**src/cvam_consts.svh**
```systemverilog
// Register indices, field positions and reset values for the vblank/address block
`ifndef CVAM_CONSTS_SVH
`define CVAM_CONSTS_SVH
`define CVAM_IDX_UNDERLINE 8'h14
`define CVAM_IDX_VBS_LOW 8'h15
`define CVAM_IDX_VB_END 8'h16
`define CVAM_IDX_MODE_CTRL 8'h17
`define CVAM_PORT_INDEX_MONO 16'h03b4
`define CVAM_PORT_DATA_MONO 16'h03b5
`define CVAM_PORT_INDEX_COLOR 16'h03d4
`define CVAM_PORT_DATA_COLOR 16'h03d5
`define CVAM_UL_DWORD 6
`define CVAM_UL_CNT4 5
`define CVAM_MC_RESET 7
`define CVAM_MC_BYTE 6
`define CVAM_MC_WRAP 5
`define CVAM_MC_CNT2 3
`define CVAM_MC_HRSEL 2
`define CVAM_MC_ROWSEL 1
`define CVAM_MC_COMPAT 0
`define CVAM_MSL_VBS_BIT 5
`define CVAM_OVF_VBS_BIT 3
`define CVAM_RST_REG 8'h00
`define CVAM_WRAP_BIT 13
`endif

```
**src/cvam_pkg.sv**
```systemverilog
// Types for the vblank and address mode block
package cvam_pkg;
	typedef enum logic [1:0] {CVAM_WORD, CVAM_BYTE, CVAM_DWORD} cvam_amode_e;
	typedef logic [15:0] cvam_addr_t;
	typedef logic [11:0] cvam_line_t;
endpackage

```
**src/cvam_top.sv**
```systemverilog
// Vertical blanking compare, sync gate and display address shaping
`timescale 1ns/10ps
`default_nettype none
`include "cvam_consts.svh"

// What this block does
// - Underline drawn on cell row equal field, text mode only
// - Doubleword bit forces doubleword addressing
// - Mode bits select word, byte, doubleword shift
// - Counter advances every 1, 2 or 4
// - Standard mode: 10-bit blanking start
// - Extended mode: 12-bit blanking start
// - Lines counted from zero at display
// - Blanking ends on low 8-bit match
// - Controller reset bit forces syncs inactive
// - Wrap clear wraps addresses at 16KB
// - Wrap only matters in word mode
// - Retrace select halves vertical counter clock
// - Row-scan select replaces bit 14
// - Compat bit replaces bit 13
// - Registers reached through index/data ports
// - Counter bits reordered per address mode
// - Row-scan substitution after reorganisation
module cvam_top
(
	input wire logic mclk,
	input wire logic reset_n,
	input wire logic [15:0] io_addr,
	input wire logic io_wr,
	input wire logic io_rd,
	input wire logic [7:0] io_wdata,
	output logic [7:0] io_rdata,
	input wire logic char_clk_en,
	input wire logic hretrace_tick,
	input wire logic frame_start,
	input wire logic hsync_raw,
	input wire logic vsync_raw,
	input wire logic [15:0] addr_counter,
	input wire logic [4:0] row_scan,
	input wire logic text_mode,
	input wire logic [7:0] max_scan_line_reg,
	input wire logic [7:0] vertical_overflow_reg,
	input wire logic [7:0] ext_vblank_start_reg,
	input wire logic [7:0] io_ctrl_ext_mode_reg,
	output logic hsync_out,
	output logic vsync_out,
	output logic vblank,
	output logic underline_on,
	output logic addr_advance,
	output logic vline_tick,
	output cvam_pkg::cvam_line_t vline,
	output cvam_pkg::cvam_addr_t decoder_addr_in
);
	import cvam_pkg::*;

	logic [7:0] index_reg;
	logic [7:0] underline_and_address_mode;
	logic [7:0] vblank_start_low;
	logic [7:0] vblank_end;
	logic [7:0] crt_mode_control;
	logic [1:0] char_cnt_reg;
	logic half_reg;
	logic vb_done_reg;
	logic idx_hit, data_hit;
	cvam_amode_e amode;
	cvam_line_t vbs;
	cvam_addr_t reorg_counter_out;
	cvam_addr_t fb_next;
	logic [1:0] step_div;
	logic vtick;

	// Port decode for both mono and colour port pairs
	assign idx_hit = (io_addr == `CVAM_PORT_INDEX_MONO) ||
		(io_addr == `CVAM_PORT_INDEX_COLOR);
	assign data_hit = (io_addr == `CVAM_PORT_DATA_MONO) ||
		(io_addr == `CVAM_PORT_DATA_COLOR);

	// Index latch
	always_ff @(posedge mclk) begin
		if (!reset_n) begin
			index_reg <= `CVAM_RST_REG;
		end else if (io_wr && idx_hit) begin
			index_reg <= io_wdata;
		end
	end

	// Indexed register writes
	always_ff @(posedge mclk) begin
		if (!reset_n) begin
			underline_and_address_mode <= `CVAM_RST_REG;
			vblank_start_low <= `CVAM_RST_REG;
			vblank_end <= `CVAM_RST_REG;
			crt_mode_control <= `CVAM_RST_REG;
		end else if (io_wr && data_hit) begin
			unique case (index_reg)
				`CVAM_IDX_UNDERLINE: underline_and_address_mode <= io_wdata;
				`CVAM_IDX_VBS_LOW: vblank_start_low <= io_wdata;
				`CVAM_IDX_VB_END: vblank_end <= io_wdata;
				`CVAM_IDX_MODE_CTRL: crt_mode_control <= io_wdata;
				default: ;
			endcase
		end
	end

	// Read data, registered; index port returns the index, unmapped indices and other ports read zero
	always_ff @(posedge mclk) begin
		if (!reset_n) begin
			io_rdata <= `CVAM_RST_REG;
		end else if (io_rd && data_hit) begin
			unique case (index_reg)
				`CVAM_IDX_UNDERLINE: io_rdata <= underline_and_address_mode;
				`CVAM_IDX_VBS_LOW: io_rdata <= vblank_start_low;
				`CVAM_IDX_VB_END: io_rdata <= vblank_end;
				`CVAM_IDX_MODE_CTRL: io_rdata <= crt_mode_control;
				default: io_rdata <= `CVAM_RST_REG;
			endcase
		end else if (io_rd && idx_hit) begin
			io_rdata <= index_reg;
		end else begin
			io_rdata <= `CVAM_RST_REG;
		end
	end

	// Sync gate: reset bit low forces both syncs inactive (low)
	always_ff @(posedge mclk) begin
		if (!reset_n) begin
			hsync_out <= 1'b0;
			vsync_out <= 1'b0;
		end else begin
			hsync_out <= hsync_raw & crt_mode_control[`CVAM_MC_RESET];
			vsync_out <= vsync_raw & crt_mode_control[`CVAM_MC_RESET];
		end
	end

	// Underline row compare
	always_ff @(posedge mclk) begin
		if (!reset_n) begin
			underline_on <= 1'b0;
		end else begin
			underline_on <= text_mode &&
				(row_scan == underline_and_address_mode[4:0]);
		end
	end

	// Character clock divider for the address counter
	always_comb begin
		if (crt_mode_control[`CVAM_MC_CNT2]) begin
			step_div = 2'd1;
		end else if (underline_and_address_mode[`CVAM_UL_CNT4]) begin
			step_div = 2'd3;
		end else begin
			step_div = 2'd0;
		end
	end

	always_ff @(posedge mclk) begin
		if (!reset_n) begin
			char_cnt_reg <= 2'd0;
			addr_advance <= 1'b0;
		end else if (char_clk_en) begin
			addr_advance <= (char_cnt_reg >= step_div);
			char_cnt_reg <= (char_cnt_reg >= step_div) ? 2'd0 :
				char_cnt_reg + 2'd1;
		end else begin
			addr_advance <= 1'b0;
		end
	end

	// Vertical counter clock: direct or halved retrace ticks
	assign vtick = hretrace_tick &&
		(!crt_mode_control[`CVAM_MC_HRSEL] || half_reg);

	always_ff @(posedge mclk) begin
		if (!reset_n) begin
			half_reg <= 1'b0;
		end else if (frame_start) begin
			half_reg <= 1'b0;
		end else if (hretrace_tick) begin
			half_reg <= ~half_reg;
		end
	end

	// Line counter, zero at first active line
	always_ff @(posedge mclk) begin
		if (!reset_n) begin
			vline <= 12'd0;
			vline_tick <= 1'b0;
		end else begin
			vline_tick <= vtick;
			if (frame_start) begin
				vline <= 12'd0;
			end else if (vtick) begin
				vline <= vline + 12'd1;
			end
		end
	end

	// Blanking start width follows extended-mode bit
	always_comb begin
		if (io_ctrl_ext_mode_reg[0]) begin
			vbs = {ext_vblank_start_reg[3:0], vblank_start_low};
		end else begin
			vbs = {2'b00, max_scan_line_reg[`CVAM_MSL_VBS_BIT],
				vertical_overflow_reg[`CVAM_OVF_VBS_BIT],
				vblank_start_low};
		end
	end

	// Blanking from start-line match until low-byte end match
	always_ff @(posedge mclk) begin
		if (!reset_n) begin
			vblank <= 1'b0;
			vb_done_reg <= 1'b0;
		end else if (frame_start) begin
			vblank <= 1'b0;
			vb_done_reg <= 1'b0;
		end else if (!vblank && !vb_done_reg && vline == vbs) begin
			vblank <= 1'b1;
		end else if (vblank && vline[7:0] == vblank_end) begin
			vblank <= 1'b0;
			vb_done_reg <= 1'b1;
		end
	end

	// Address mode selection
	always_comb begin
		if (underline_and_address_mode[`CVAM_UL_DWORD]) begin
			amode = CVAM_DWORD;
		end else if (crt_mode_control[`CVAM_MC_BYTE]) begin
			amode = CVAM_BYTE;
		end else begin
			amode = CVAM_WORD;
		end
	end

	// Reorganise counter bits, then substitute row-scan bits
	always_comb begin
		unique case (amode)
			CVAM_BYTE: reorg_counter_out = addr_counter;
			CVAM_WORD: reorg_counter_out = {addr_counter[14:0],
				crt_mode_control[`CVAM_MC_WRAP] ? addr_counter[15] :
				addr_counter[`CVAM_WRAP_BIT]};
			CVAM_DWORD: reorg_counter_out = {addr_counter[13:0],
				addr_counter[13], addr_counter[12]};
			default: reorg_counter_out = addr_counter;
		endcase
		fb_next = reorg_counter_out;
		if (!crt_mode_control[`CVAM_MC_ROWSEL]) begin
			fb_next[14] = row_scan[1];
		end
		if (!crt_mode_control[`CVAM_MC_COMPAT]) begin
			fb_next[13] = row_scan[0];
		end
	end

	always_ff @(posedge mclk) begin
		if (!reset_n) begin
			decoder_addr_in <= 16'h0000;
		end else begin
			decoder_addr_in <= fb_next;
		end
	end

	// Checks
	a_sync_gate_h: assert property (@(posedge mclk) disable iff (!reset_n)
		!$past(crt_mode_control[`CVAM_MC_RESET]) |-> !hsync_out)
		else $error("hsync active while controller held");
	a_sync_gate_v: assert property (@(posedge mclk) disable iff (!reset_n)
		!$past(crt_mode_control[`CVAM_MC_RESET]) |-> !vsync_out)
		else $error("vsync active while controller held");
	// Skip the edge after reset release: the output still holds its reset value
	a_dword_shift: assert property (@(posedge mclk) disable iff (!reset_n)
		$past(reset_n) &&
		$past(underline_and_address_mode[`CVAM_UL_DWORD]) &&
		$past(crt_mode_control[1:0]) == 2'b11 |->
		decoder_addr_in[15:2] == $past(addr_counter[13:0]))
		else $error("doubleword shift wrong");
	a_byte_pass: assert property (@(posedge mclk) disable iff (!reset_n)
		$past(reset_n) &&
		$past(amode) == CVAM_BYTE && $past(crt_mode_control[1:0]) == 2'b11
		|-> decoder_addr_in == $past(addr_counter))
		else $error("byte mode not identity");
	a_word_wrap: assert property (@(posedge mclk) disable iff (!reset_n)
		$past(reset_n) &&
		$past(amode) == CVAM_WORD && !$past(crt_mode_control[5]) |->
		decoder_addr_in[0] == $past(addr_counter[13]))
		else $error("word wrap bit wrong");
	a_row_sub14: assert property (@(posedge mclk) disable iff (!reset_n)
		$past(reset_n) &&
		!$past(crt_mode_control[1]) |->
		decoder_addr_in[14] == $past(row_scan[1]))
		else $error("row scan bit 1 not substituted");
	a_row_sub13: assert property (@(posedge mclk) disable iff (!reset_n)
		$past(reset_n) &&
		!$past(crt_mode_control[0]) |->
		decoder_addr_in[13] == $past(row_scan[0]))
		else $error("row scan bit 0 not substituted");
	a_underline_row: assert property (@(posedge mclk) disable iff (!reset_n)
		$past(reset_n) &&
		$past(text_mode) && $past(row_scan) ==
		$past(underline_and_address_mode[4:0]) |-> underline_on)
		else $error("underline missing");
	a_vblank_end: assert property (@(posedge mclk) disable iff (!reset_n)
		vblank && !frame_start && vline[7:0] == vblank_end |=> !vblank)
		else $error("blanking did not end");
	a_count_one: assert property (@(posedge mclk) disable iff (!reset_n)
		char_clk_en && step_div == 2'd0 |=> addr_advance)
		else $error("advance missed");
endmodule // cvam_top
`default_nettype wire

```
**config.mk**
```make
export PLATFORM = sky130hd
export DESIGN_NAME = cvam_top
export DESIGN_NICKNAME = d
export VERILOG_FILES = /design/src/cvam_pkg.sv /design/src/cvam_top.sv
export VERILOG_INCLUDE_DIRS = /design/src
export SDC_FILE = /design/constraint.sdc
export NUM_CORES = 1
export LEC_CHECK = 0
export ABC_AREA = 1
export CORE_MARGIN = 1.5
export CORE_UTILIZATION = 51
export CTS_CLUSTER_SIZE = 8
export DETAILED_ROUTE_END_ITERATION = 10
export DONT_BUFFER_PORTS = 1
export MAX_ROUTING_LAYER = met4
export PLACE_DENSITY = 0.64
export SLEW_MARGIN = 40
export SYNTH_ARGS = -nofsm -noshare
export SYNTH_HDL_FRONTEND = slang
export SYNTH_SLANG_ARGS = --single-unit
```
**constraint.sdc**
```tcl
create_clock -name mclk -period 1.55 [get_ports mclk]
set_input_delay 0.3875 -clock mclk [delete_from_list [all_inputs] [get_ports mclk]]
set_output_delay 0.3875 -clock mclk [all_outputs]
set_load 0.02 [all_outputs]
```
# Yosys cells after proc, flatten, opt, wreduce, memory -nomap -nowiden
# Index checks and enable logic that the tools add are counted.
[op_classes]
n_shift = 0
n_reduce_logical = 24
add_sub_neg = 2
n_eq_ne = 12
mul = 0
n_div = 0
order_cmp = 1
n_bitwise = 5
n_mux = 15
[ops]
columns = ["cell", "n"]
rows = [
  ["$eq A16 B10 Y1 const B", 4],
  ["$eq A8 B5 Y1 const B", 4],
  ["$pmux W16 S2", 1],
  ["$pmux W8 S4", 1],
  ["$mux W8", 2],
  ["$add A12 B1 Y12 const B", 1],
  ["$eq A12 B12 Y1", 1],
  ["$mux W12", 1],
  ["$reduce_and A2 Y1", 6],
  ["$logic_and A1 B1 Y1", 9],
  ["$eq A8 B8 Y1", 1],
  ["$mux W2", 4],
  ["$mux W1", 6],
  ["$eq A5 B5 Y1", 1],
  ["$logic_not A1 Y1", 3],
  ["$logic_or A1 B1 Y1", 3],
  ["$not A1 Y1", 3],
  ["$add A2 B1 Y2 const B", 1],
  ["$and A1 B1 Y1", 2],
  ["$eq A2 B2 Y1 const B", 1],
  ["$ge A2 B2 Y1", 1],
  ["$logic_not A2 Y1", 1],
  ["$reduce_bool A2 Y1", 1],
  ["$reduce_or A2 Y1", 1],
]
[totals]
elab_cells = 76
out_inout_bits = 42
inputBits = 87
rom_bits = 0
n_memories = 0
latchBits = 0
mem_bits_rw = 0
register_bits = 86

# Logic depth before layout (Yosys ltp)
# Gate-level depths: netlist of the first run.
[depth]
ltp_word = 5
ltp_mapped = 10
mapped_depth_nobuf = 10

# Worst setup path after synthesis of the first run
# Ideal clock, no wire load.
[synth_timing]
path_type = "in2reg"
start = "in io_addr[15]"
end = "reg crt_mode_control[1]"
arrival_time_ps = 1328
path_buffers = 1
path_stages = 9
setup_ps = 113
t_required_ps = 1437
slack_ps = 110
path_cell_list = "nor2_1 > nand2_1 > nor2_4 > nand3_4 > nor2_4 > buf_6 > nand3_1 > nand2_1 > nor2_1"
[synth_between]
elab_chain_cells = 4
elab_cells_between_ends = 5
cone_classes = "eq/ne: 2; reduce/logical: 3"
[synth_rtl]
columns = ["item", "line_no", "text"]
rows = [
  ["start: declaration", "cvam_top.sv:28", "input wire logic [15:0] io_addr,"],
  ["$eq A16 B10 Y1 (no source line)", "n/a", ""],
  ["$logic_or A1 B1 Y1 (*)", "cvam_top.sv:75", "assign data_hit = (io_addr == `CVAM_PORT_DATA_MONO) ||"],
  ["$logic_and A1 B1 Y1 (*)", "cvam_top.sv:94", "end else if (io_wr && data_hit) begin"],
  ["$reduce_and A2 Y1 (no source line) (*)", "n/a", ""],
  ["end signal: assignment", "cvam_top.sv:93", "crt_mode_control <= `CVAM_RST_REG;"],
  ["end signal: assignment", "cvam_top.sv:99", "`CVAM_IDX_MODE_CTRL: crt_mode_control <= io_wdata;"],
  ["end: declaration", "cvam_top.sv:60", "logic [7:0] crt_mode_control;"],
]
# Mark *: on every way between the ends. The rest lies on a longest branch, timed or not.
# A chain may end at the register's enable or synchronous reset.

# Final worst setup path of the first run
[layout_timing]
start = "reg index_reg[3]"
end = "reg io_rdata[4]"
[layout_between]
elab_chain_cells = 3
elab_cells_between_ends = 6
cone_classes = "eq/ne: 4; mux: 2"
[layout_rtl]
columns = ["item", "line_no", "text"]
rows = [
  ["start: declaration", "cvam_top.sv:56", "logic [7:0] index_reg;"],
  ["start signal: assignment", "cvam_top.sv:81", "index_reg <= `CVAM_RST_REG;"],
  ["start signal: assignment", "cvam_top.sv:83", "index_reg <= io_wdata;"],
  ["$eq A8 B5 Y1", "cvam_top.sv:110", "unique case (index_reg)"],
  ["$pmux W8 S4 (*)", "cvam_top.sv:110", ""],
  ["$mux W8 (*)", "cvam_top.sv:109", "end else if (io_rd && data_hit) begin"],
  ["end signal: assignment", "cvam_top.sv:108", "io_rdata <= `CVAM_RST_REG;"],
  ["end signal: assignment", "cvam_top.sv:111", "`CVAM_IDX_UNDERLINE: io_rdata <= underline_and_address_mode;"],
  ["end signal: assignment", "cvam_top.sv:112", "`CVAM_IDX_VBS_LOW: io_rdata <= vblank_start_low;"],
  ["end: declaration", "cvam_top.sv:32", "output logic [7:0] io_rdata,"],
]
# Marked as above.

==> results of run 1 <==
==> critical path: stages, from the launching register on <==
cell and delay [ns]:
dfxtp_2 0.35, inv_1 0.10, nand2_4 0.13, nor3_2 0.22, nand2_1 0.14, nor2_4 0.22, o21ai_1 0.10, a21oi_1 0.15
==> worst min-delay path by stage <==
| stage | from | endpoint | slack [ns] | cells after the start |
|---|---|---|---|---|
| floorplan | half_reg$_SDFFE_PP0P_ | half_reg$_SDFFE_PP0P_ | 0.42 | 1 |
| global placement | half_reg$_SDFFE_PP0P_ | half_reg$_SDFFE_PP0P_ | 0.43 | 1 |
| detailed placement | half_reg$_SDFFE_PP0P_ | half_reg$_SDFFE_PP0P_ | 0.45 | 1 |
| CTS | hretrace_tick | half_reg$_SDFFE_PP0P_ | 0.09 | 1 |
| global route | hretrace_tick | half_reg$_SDFFE_PP0P_ | 0.08 | 1 |
| finish | hretrace_tick | half_reg$_SDFFE_PP0P_ | 0.11 | 1 |
==> layout by cell type (no fill, tap or decap), types with 5 or more instances in the layout <==
cell / Yosys / routed
nand2_1: 152 / 152
o21ai_0: 28 / 27
nor2_4: 12 / 15
inv_1: 102 / 102
o22ai_1: 11 / 11
nor2_1: 121 / 119
o21ai_1: 12 / 12
a21oi_1: 23 / 23
inv_2: 5 / 5
nand4_1: 8 / 8
buf_4: 3 / 21
clkbuf_8: 0 / 9
clkinv_4: 1 / 5
dfxtp_1: 86 / 82
nand3_1: 80 / 80
==> power groups by stage <==
| stage | Clock (mW) | Combinational [mW] | Sequential [mW] |
|---|---|---|---|
| after floorplan | 0 | 0.177 | 2.34 |
| after global placement | 0 | 0.198 | 2.34 |
| after detailed placement | 0 | 0.205 | 2.34 |
| after CTS | 1.67 | 0.205 | 2.29 |
| after global routing | 1.74 | 0.239 | 2.29 |
| final | 1.62 | 0.204 | 2.29 |
==> final cells by class <==
class,instances,area share (%)
clock buffer,10,2.519
clock inverter,6,1.432
inverter,108,8.101
multi-input combinational,487,46.90
sequential,86,34.08
tap,108,2.667
timing repair buffer,24,4.297
==> through the flow <==
step | power, mW | utilization (%) | TNS (ns)
6_report | 4.107 | 58.38 | 0
5_1_grt | 4.272 | 58.38 | -0.2634
4_1_cts | 4.159 | 57.55 | 0
3_5_place_dp | 2.542 | 55.25 | -0.07384
3_3_place_gp | 2.535 | 55.25 | 0
2_1_floorplan | 2.513 | - | 0
==> what timing repair did <==
item                                    4_1_cts  5_1_grt
resized for setup                             0       16
hold endpoints to repair                      0        0
buffers inserted                              0        1
endpoints found under the setup margin        0       39
==> kinds of logic after synthesis <==
| group | count (synthesis) |
|---|---|
| AND/OR/NAND/NOR | 394 |
| buffers and inverters | 129 |
| flip-flops | 86 |
| AO/OA/AOI/OAI | 84 |
| XOR/XNOR | 4 |
| adder cells (fa/ha/maj) | 3 |
==> synthesized netlist by cell type (2+ instances only) <==
library cell	n
nand2_1	152
nor2_1	121
inv_1	102
dfxtp_1	86
nand3_1	80
o21ai_0	28
a21oi_1	23
nor2_4	12
o21ai_1	12
o22ai_1	11
clkbuf_1	9
nand4_1	8
inv_2	5
buf_2	4
nand2_2	4
nor3_1	4
or2_2	4
buf_4	3
buf_6	3
ha_1	3
o221ai_1	3
xor2_1	3
a211oi_1	2
buf_1	2
nor2_2	2
o211ai_1	2
==> metal layers <==
layer | up-vias | GRT usage (%) | part of all wire, %
li1 | 2245 | - | -
met1 | 1972 | 35.64 | 48
met2 | 134 | 39.21 | 45
met3 | 10 | 4.245 | 5.8
met4 | 0 | 8.462 | 1.1
met5 | - | - | 0
==> results.cfg, run 1 <==
[status]
status = finished, final reports clean

[drt]
wl_per_cell_um = 14.07
route.vias.total = 4361
first_pass_iters = 5
drc = 0
drtIter0Drc = 261
totalWireLength_um = 11670
drtAntennaViolNets = 0
vias_per_cell = 5.261

[finish]
multi_input_area_sq_mm = 0.002376
fillers = 892
top_regs = decoder_addr_in x16, vline x12
fin_cells = 829
largest_reg_flops = 16
stdcell_area_sq_mm = 0.005066
nets = 806
syn2layout_area_growth_pct = 10.93
largest_register = decoder_addr_in
seq_area_sq_mm = 0.001727
num_antenna_cells = 0
final_layout_size_suffix_gt1_share_pct = 11.65

[sta]
worstMarginPinSlew_ns = 0.3135
fmax_mhz = 671.2
holdWs_ns = 0.1078
hold_violations = 0
fin_crit_sh_pct = 96.12
slew_headroom_pct = 79.07
fin_crit_ns = 1.490
finClkSkew_ns = 0.008030
setup_viol = 0
fin_ws_ns = 0.06008
maxSlewViolCount = 0
rsz0062_at_grt = true

[power_and_ir_drop]
pwr-share-comb_pct = 5.0
swShare_pct = 25.23
p_int_mw = 3.071
power_density_mw_per_mm2 = 810.8
seq_power_share_pct = 55.6
pwr-share-clk_pct = 39.4
switching_power_mw = 1.036
leakage_nw = 2.207
ir_drop_v = 0.0003649

[clock_tree]
tritoncts = yes
cts_num_sinks = 86
insertion_delay_ns = 0.36
path_clk_slew_ns = 0.09
cts_root_buf = clkbuf_8
cts_buffer_depth = 2
htree_levels = 3
cts_buffers = 9
holdBufCountCts = 0

[worst_setup_path]
critPathLaunchType = register
worstSetupEndpoint = io_rdata[4]$_SDFF_PN0_
required_ns = 1.84
critical_path_arrival_ns = 1.78
r2r-start = index_reg[3]$_SDFFE_PN0P_
endpoint_kind = register
reg2reg_slack_ns = 0.06
crit_fanout = 8
crit_path_start = index_reg[3]$_SDFFE_PN0P_
path_class = register to register
r2r-end = io_rdata[4]$_SDFF_PN0_
r2r_cells = 7

[logic_synthesis]
synth_cell_types = 38
synth_top_area_share_pct = 37.70
synth_top_cells_by_area = dfxtp_1, nand2_1, nor2_1
syn-num-nets = 790
synth_top_flop_cell = dfxtp_1
yosysTopAreaCell = dfxtp_1
syn-cell-area_sq_mm = 0.004567
synthCells = 700
ys_ff_latch = 86
synth-seq-area-share_pct = 37.70
synth_compound_area_share_pct = 10.14
synthSimpleGateAreaFrac_pct = 39.01
synth.avg_cell_area_sq_um = 6.524
synth-edff-count = 0
synthMuxAreaShare_pct = 0
yosysWarnings = 0
synth_fa_ha_area_share_pct = 0.8219
synth_xor_area_share_pct = 0.7671
synthArstFlopShare_pct = 0
synth_top_family_by_area = simple AND/OR/NAND/NOR gates

[placement]
dp_hpwl_um = 8544
portBuffers = 0
dp_cells = 810
gp_congestion = 0.9092
dp_slack_ns = -0.01782
postPlaceCellArea_sq_mm = 0.004795

[min_path]
holdCritPathClass = primary input to register

[floorplanning]
ioPinCount = 129
fp.dieArea_sq_mm = 0.009532
rows = 34
die_w_um = 97.63
dieHeight_um = 97.63
core_area_sq_mm = 0.008678
initial_utilization_pct = 52.62

[global_routing]
grt_pass1_wl_um = 19370
grt_start_max_net_pins = 61
globalRouteTotalUtil_pct = 25.98
grt_pass1_vias = 4054
globalRouteOverflowTotal = 0
antenna_found_initial = 0

[run]
maxCapViolCount = 0
No activity file was read; power rests on OpenSTA's default activity.
==> run 2, diff against run 1 <==
--- a/config.mk
+++ b/config.mk
@@ -8,12 +8,12 @@
 export LEC_CHECK = 0
 export ABC_AREA = 1
 export CORE_MARGIN = 1.5
-export CORE_UTILIZATION = 51
+export CORE_UTILIZATION = 52
 export CTS_CLUSTER_SIZE = 8
 export DETAILED_ROUTE_END_ITERATION = 10
 export DONT_BUFFER_PORTS = 1
 export MAX_ROUTING_LAYER = met4
-export PLACE_DENSITY = 0.64
+export PLACE_DENSITY = 0.65
 export SLEW_MARGIN = 40
 export SYNTH_ARGS = -nofsm -noshare
 export SYNTH_HDL_FRONTEND = slang
==> run 2 against run 1 <==
Net effect: first-iteration DRC count fell by 9.2%; sequential share of layout area fell by 0.83 points; clock power fell by 7%; worst setup slack improved by 0.0012 ns; utilization rose by 2.0 points.
==> results.cfg, run 2 (same netlist as run 1, synthesis figures left out) <==
[status]
status = finished, final reports clean

[finish]
final_layout_size_suffix_gt1_share_pct = 13.03
top_regs = decoder_addr_in x16, vline x12
final_util_pct = 60.43
nets = 814
fin_cells = 837
syn2layout_area_growth_pct = 13.70
final_cell_mix = nand2_1, nor2_1, inv_1, dfxtp_1, nand3_1
num_antenna_cells = 0
multi_input_area_sq_mm = 0.002387
final_common_cell = nand2_1
seq_area_sq_mm = 0.001727
fillers = 847
largest_register = decoder_addr_in
largest_reg_flops = 16

[worst_setup_path]
path_class = register to register
crit_fanout = 8
critical_path_arrival_ns = 1.78
critPathLaunchType = register
endpoint_kind = register
required_ns = 1.84

[global_routing]
globalRouteTotalUtil_pct = 26.30
antenna_found_initial = 0
top_usage_layer = met2
grt_pass1_vias = 4077
use_met3_pct = 3.757
use_met1_pct = 35.54
grt_pass1_wl_um = 19490
globalRouteOverflowTotal = 0
use_met2_pct = 41.42
grt_start_max_net_pins = 61

[clock_tree]
path_clk_slew_ns = 0.09
cts_root_buf = clkbuf_8
cts_buffers = 9
cts_buffer_depth = 2
tritoncts = yes
cts_num_sinks = 86
htree_levels = 3
insertion_delay_ns = 0.36

[floorplanning]
core_area_sq_mm = 0.008593
die_w_um = 96.72
initial_utilization_pct = 53.15
fp.dieArea_sq_mm = 0.009354
ioPinCount = 129
rows = 34
dieHeight_um = 96.72

[sta]
finClkSkew_ns = 0.007902
slew_headroom_pct = 79.32
fin_crit_sh_pct = 96.04
setup-tns-final_ns = 0
holdWs_ns = 0.1054
setup_viol = 0
hold_violations = 0
fmax_mhz = 671.7
worstMarginPinSlew_ns = 0.3069
fin_crit_ns = 1.489
maxSlewViolCount = 0

[min_path]
holdCritPathClass = primary input to register

[drt]
drtIter0Drc = 237
totalWireLength_um = 12080
vias_per_cell = 5.354
drc = 0
first_pass_iters = 5
wl_per_cell_um = 14.44
drtAntennaViolNets = 0
route.vias.total = 4481

[power_and_ir_drop]
leakage_nw = 2.258
p_total_mw = 4.005
ir_drop_v = 0.0004586
power_density_mw_per_mm2 = 771.2

[placement]
portBuffers = 0
dp_cells = 812
dp_hpwl_um = 8605
gp_congestion = 0.8901

[run]
maxCapViolCount = 0
==> run 2: stage by stage <==
| step | worst slack (ns) | instance area [sq um] |
|---|---|---|
| 4_1_cts | 0.01686 | 4994 |
| 3_3_place_gp | 0.04235 | 4810 |
| 2_1_floorplan | 0.1098 | 4567 |
| 5_1_grt | -0.01553 | 5192 |
| 3_5_place_dp | 0.001563 | 4810 |
| 6_report | 0.06133 | 5192 |
==> run 2: area by class of cell <==
class                      instances  share of cell area [%]
clock buffer                      10                   2.651
timing repair buffer              32                   6.675
inverter                         108                   7.952
tap                              108                   2.602
sequential                        86                   33.25
clock inverter                     6                  0.8916
multi-input combinational        487                   45.98
==> run 2: timing repair <==
action / in CTS / in global routing
buffers inserted: 0 / 3
resized for setup: 0 / 20
setup endpoints to repair: 0 / 40
hold buffers: 0 / 0
==> run 2: worst paths after layout <==
kind / startpoint / slack [ns] / cells after the start / to
setup / recovery: index_reg[1]$_SDFFE_PN0P_ / 0.06 / 10 / io_rdata[2]$_SDFF_PN0_
hold reg to reg: half_reg$_SDFFE_PP0P_ / 0.46 / 1 / half_reg$_SDFFE_PP0P_
hold / removal: hretrace_tick / 0.11 / 1 / half_reg$_SDFFE_PP0P_
setup reg to reg: index_reg[1]$_SDFFE_PN0P_ / 0.06 / 10 / io_rdata[2]$_SDFF_PN0_
==> run 2: power breakdown <==
| group | switching (mW) | internal, mW | total (mW) |
|---|---|---|---|
| logic | 0.128 | 0.0780 | 0.206 |
| clock network | 0.878 | 0.635 | 1.51 |
| registers | 0.0477 | 2.24 | 2.29 |
| total | 1.05 | 2.95 | 4.00 |
==> run 2: layer usage <==
layer  part of all wire [%]  vias up
met3                    5.1       11
li1                       -     2274
met1                     48     2044
met2                     46      152
met4                    1.1        0
met5                      0        -
==> run 2: critical path, stage by stage (launching register included) <==
cell and delay (ns):
dfxtp_1 0.38, inv_1 0.11, nand2_1 0.10, nor2_4 0.26
buf_4 0.16, nand3_1 0.06, nand2_1 0.06, inv_1 0.04
nand2_1 0.05, nand2_1 0.05, a21oi_1 0.15
==> run 3, diff against run 2 <==
--- a/config.mk
+++ b/config.mk
@@ -14,6 +14,7 @@
 export DONT_BUFFER_PORTS = 1
 export MAX_ROUTING_LAYER = met4
 export PLACE_DENSITY = 0.65
+export SETUP_SLACK_MARGIN = 0.3
 export SLEW_MARGIN = 40
 export SYNTH_ARGS = -nofsm -noshare
 export SYNTH_HDL_FRONTEND = slang
==> run 3 against run 2 <==
Net effect: sequential power barely moved; clock skew decreased by 0.00050 ns; die area did not move; non-clock buffer count rose by 29; power up 3.7%; sequential cell count did not move; combinational power is 9% higher; register-to-register slack better by 0.03 ns; sequential share of layout area decreased by 3.3 points; largest power group unchanged.
==> results.cfg, run 3 (same netlist as run 1, synthesis figures left out) <==
[clock_tree]
holdBufCountCts = 0
cts_root_buf = clkbuf_8
cts_buffers = 9
cts_buffer_depth = 2
insertion_delay_ns = 0.36
tritoncts = yes
htree_levels = 3
cts_num_sinks = 86
path_clk_slew_ns = 0.09

[finish]
top_regs = decoder_addr_in x16, vline x12
final_layout_size_suffix_gt1_share_pct = 31.13
largest_reg_flops = 16
fin_cells = 866
seq_area_sq_mm = 0.001779
syn2layout_area_growth_pct = 29.97
final_cell_mix = nand2_1, nor2_1, inv_1, nand3_1, dfxtp_1
num_antenna_cells = 0
multi_input_area_sq_mm = 0.002733
final_util_pct = 69.07
fillers = 720
nets = 843
largest_register = decoder_addr_in
final_common_cell = nand2_1

[sta]
fmax_mhz = 685.9
setup-tns-final_ns = 0
hold_violations = 0
worstMarginPinSlew_ns = 0.2835
rsz0062_at_grt = true
fin_crit_ns = 1.458
finClkSkew_ns = 0.007399
fin_ws_ns = 0.09198
maxSlewViolCount = 0
setup_viol = 0
slew_headroom_pct = 81.06
fin_crit_sh_pct = 94.07

[drt]
route.vias.total = 4691
drtIter0Drc = 336
first_pass_iters = 5
vias_per_cell = 5.417
totalWireLength_um = 12860
drc = 0
wl_per_cell_um = 14.85
drtAntennaViolNets = 0

[floorplanning]
dieHeight_um = 96.72
fp.dieArea_sq_mm = 0.009354
core_area_sq_mm = 0.008593
initial_utilization_pct = 53.15
ioPinCount = 129
rows = 34
die_w_um = 96.72

[placement]
gp_congestion = 0.9013
dp_cells = 805
dp_hpwl_um = 8396
portBuffers = 0
dp_slack_ns = 0.009116

[min_path]
hold_end = half_reg$_SDFFE_PP0P_
hold_path_startpoint = hretrace_tick
holdPathStages = 1
holdCritPathClass = primary input to register

[worst_setup_path]
timing.critical_path.cells = nand2_4 -> nor2_4 -> buf_6 -> buf_16 -> nand2_4 -> nor2_4 -> nor2_1 -> nor2_1
path_class = register to register
r2r-end = crt_mode_control[3]$_SDFFE_PN0P_
critPathLaunchType = register
crit_fanout = 8
required_ns = 1.84
max_stage_delay_ns = 0.39
endpoint_kind = register
cp_slowest_cell = dfxtp_4
r2r_cells = 8
r2r-start = index_reg[4]$_SDFFE_PN0P_
critical_path_arrival_ns = 1.75
reg2reg_slack_ns = 0.09

[run]
maxCapViolCount = 0

[global_routing]
grt_pass1_wl_um = 19880
antenna_found_initial = 0
grt_start_max_net_pins = 61
globalRouteOverflowTotal = 0
globalRouteTotalUtil_pct = 26.90
grt_pass1_vias = 4191

[power_and_ir_drop]
leakage_nw = 2.565
power_density_mw_per_mm2 = 699.5
p_total_mw = 4.152
ir_drop_v = 0.0004101

[status]
status = finished, final reports clean
-- run 3: changes by cell type in the layout (fill, tap and decap cells not counted), sizes merged --
cell      delta
inv          +1
clkinvlp     +1
bufinv       +1
buf         +32
clkbuf       -4
clkinv       -2
-- run 3: metrics by stage --
step / hold WS, ns / area [sq um]
floorplan: 0.4218 / 4632
global placement: 0.4323 / 4822
detailed placement: 0.4412 / 4822
CTS: 0.08848 / 5451
global route: 0.08798 / 5936
finish: 0.1055 / 5936
-- run 3: routing by layer --
| metal | vias up | GRT usage, % | part of all wire (%) |
|---|---|---|---|
| li1 | 2328 | - | - |
| met1 | 2157 | 35.39 | 44 |
| met2 | 182 | 42.01 | 47 |
| met3 | 24 | 4.046 | 6.8 |
| met4 | 0 | 10.14 | 2.3 |
| met5 | - | - | 0 |
-- run 3: area by class of cell --
cell class	count	area share [%]
clock inverter	7	1.349
multi-input combinational	487	46.04
tap	108	2.277
clock buffer	9	2.087
sequential	86	29.97
inverter	108	7.357
timing repair buffer	61	10.92
-- run 3: worst max-delay path by stage --
stage                                    from  cells past startpoint  slack, ns                               end
floorplan                         io_addr[13]                      9       0.13  crt_mode_control[3]$_SDFFE_PN0P_
global placement                  io_addr[13]                      9       0.04  vblank_start_low[3]$_SDFFE_PN0P_
detailed placement                io_addr[11]                      9      0.009  crt_mode_control[6]$_SDFFE_PN0P_
CTS                 index_reg[6]$_SDFFE_PN0P_                     11       0.15            io_rdata[3]$_SDFF_PN0_
global route        index_reg[4]$_SDFFE_PN0P_                     10       0.03            io_rdata[3]$_SDFF_PN0_
finish              index_reg[4]$_SDFFE_PN0P_                      8       0.09  crt_mode_control[3]$_SDFFE_PN0P_
-- run 3: repair_timing --
item                       in CTS  in global routing
setup endpoints to repair      59                 77
resized for setup              75                 96
pin swaps                      25                 64
setup buffers                  15                 24
cloned                          6                  0
-- run 3: critical path: cells and delay by family (launching register included) --
family / cells / cell delay [ns]
buffers and inverters: 2 / 0.28
flip-flops: 1 / 0.39
AND/OR/NAND/NOR: 6 / 0.72
-- run 3: where the power goes --
group	total, mW	leakage, nW	switching [mW]	internal, mW
registers	2.28	0.715	0.0551	2.22
logic	0.225	1.75	0.138	0.0868
clock network	1.65	0.0968	0.883	0.765
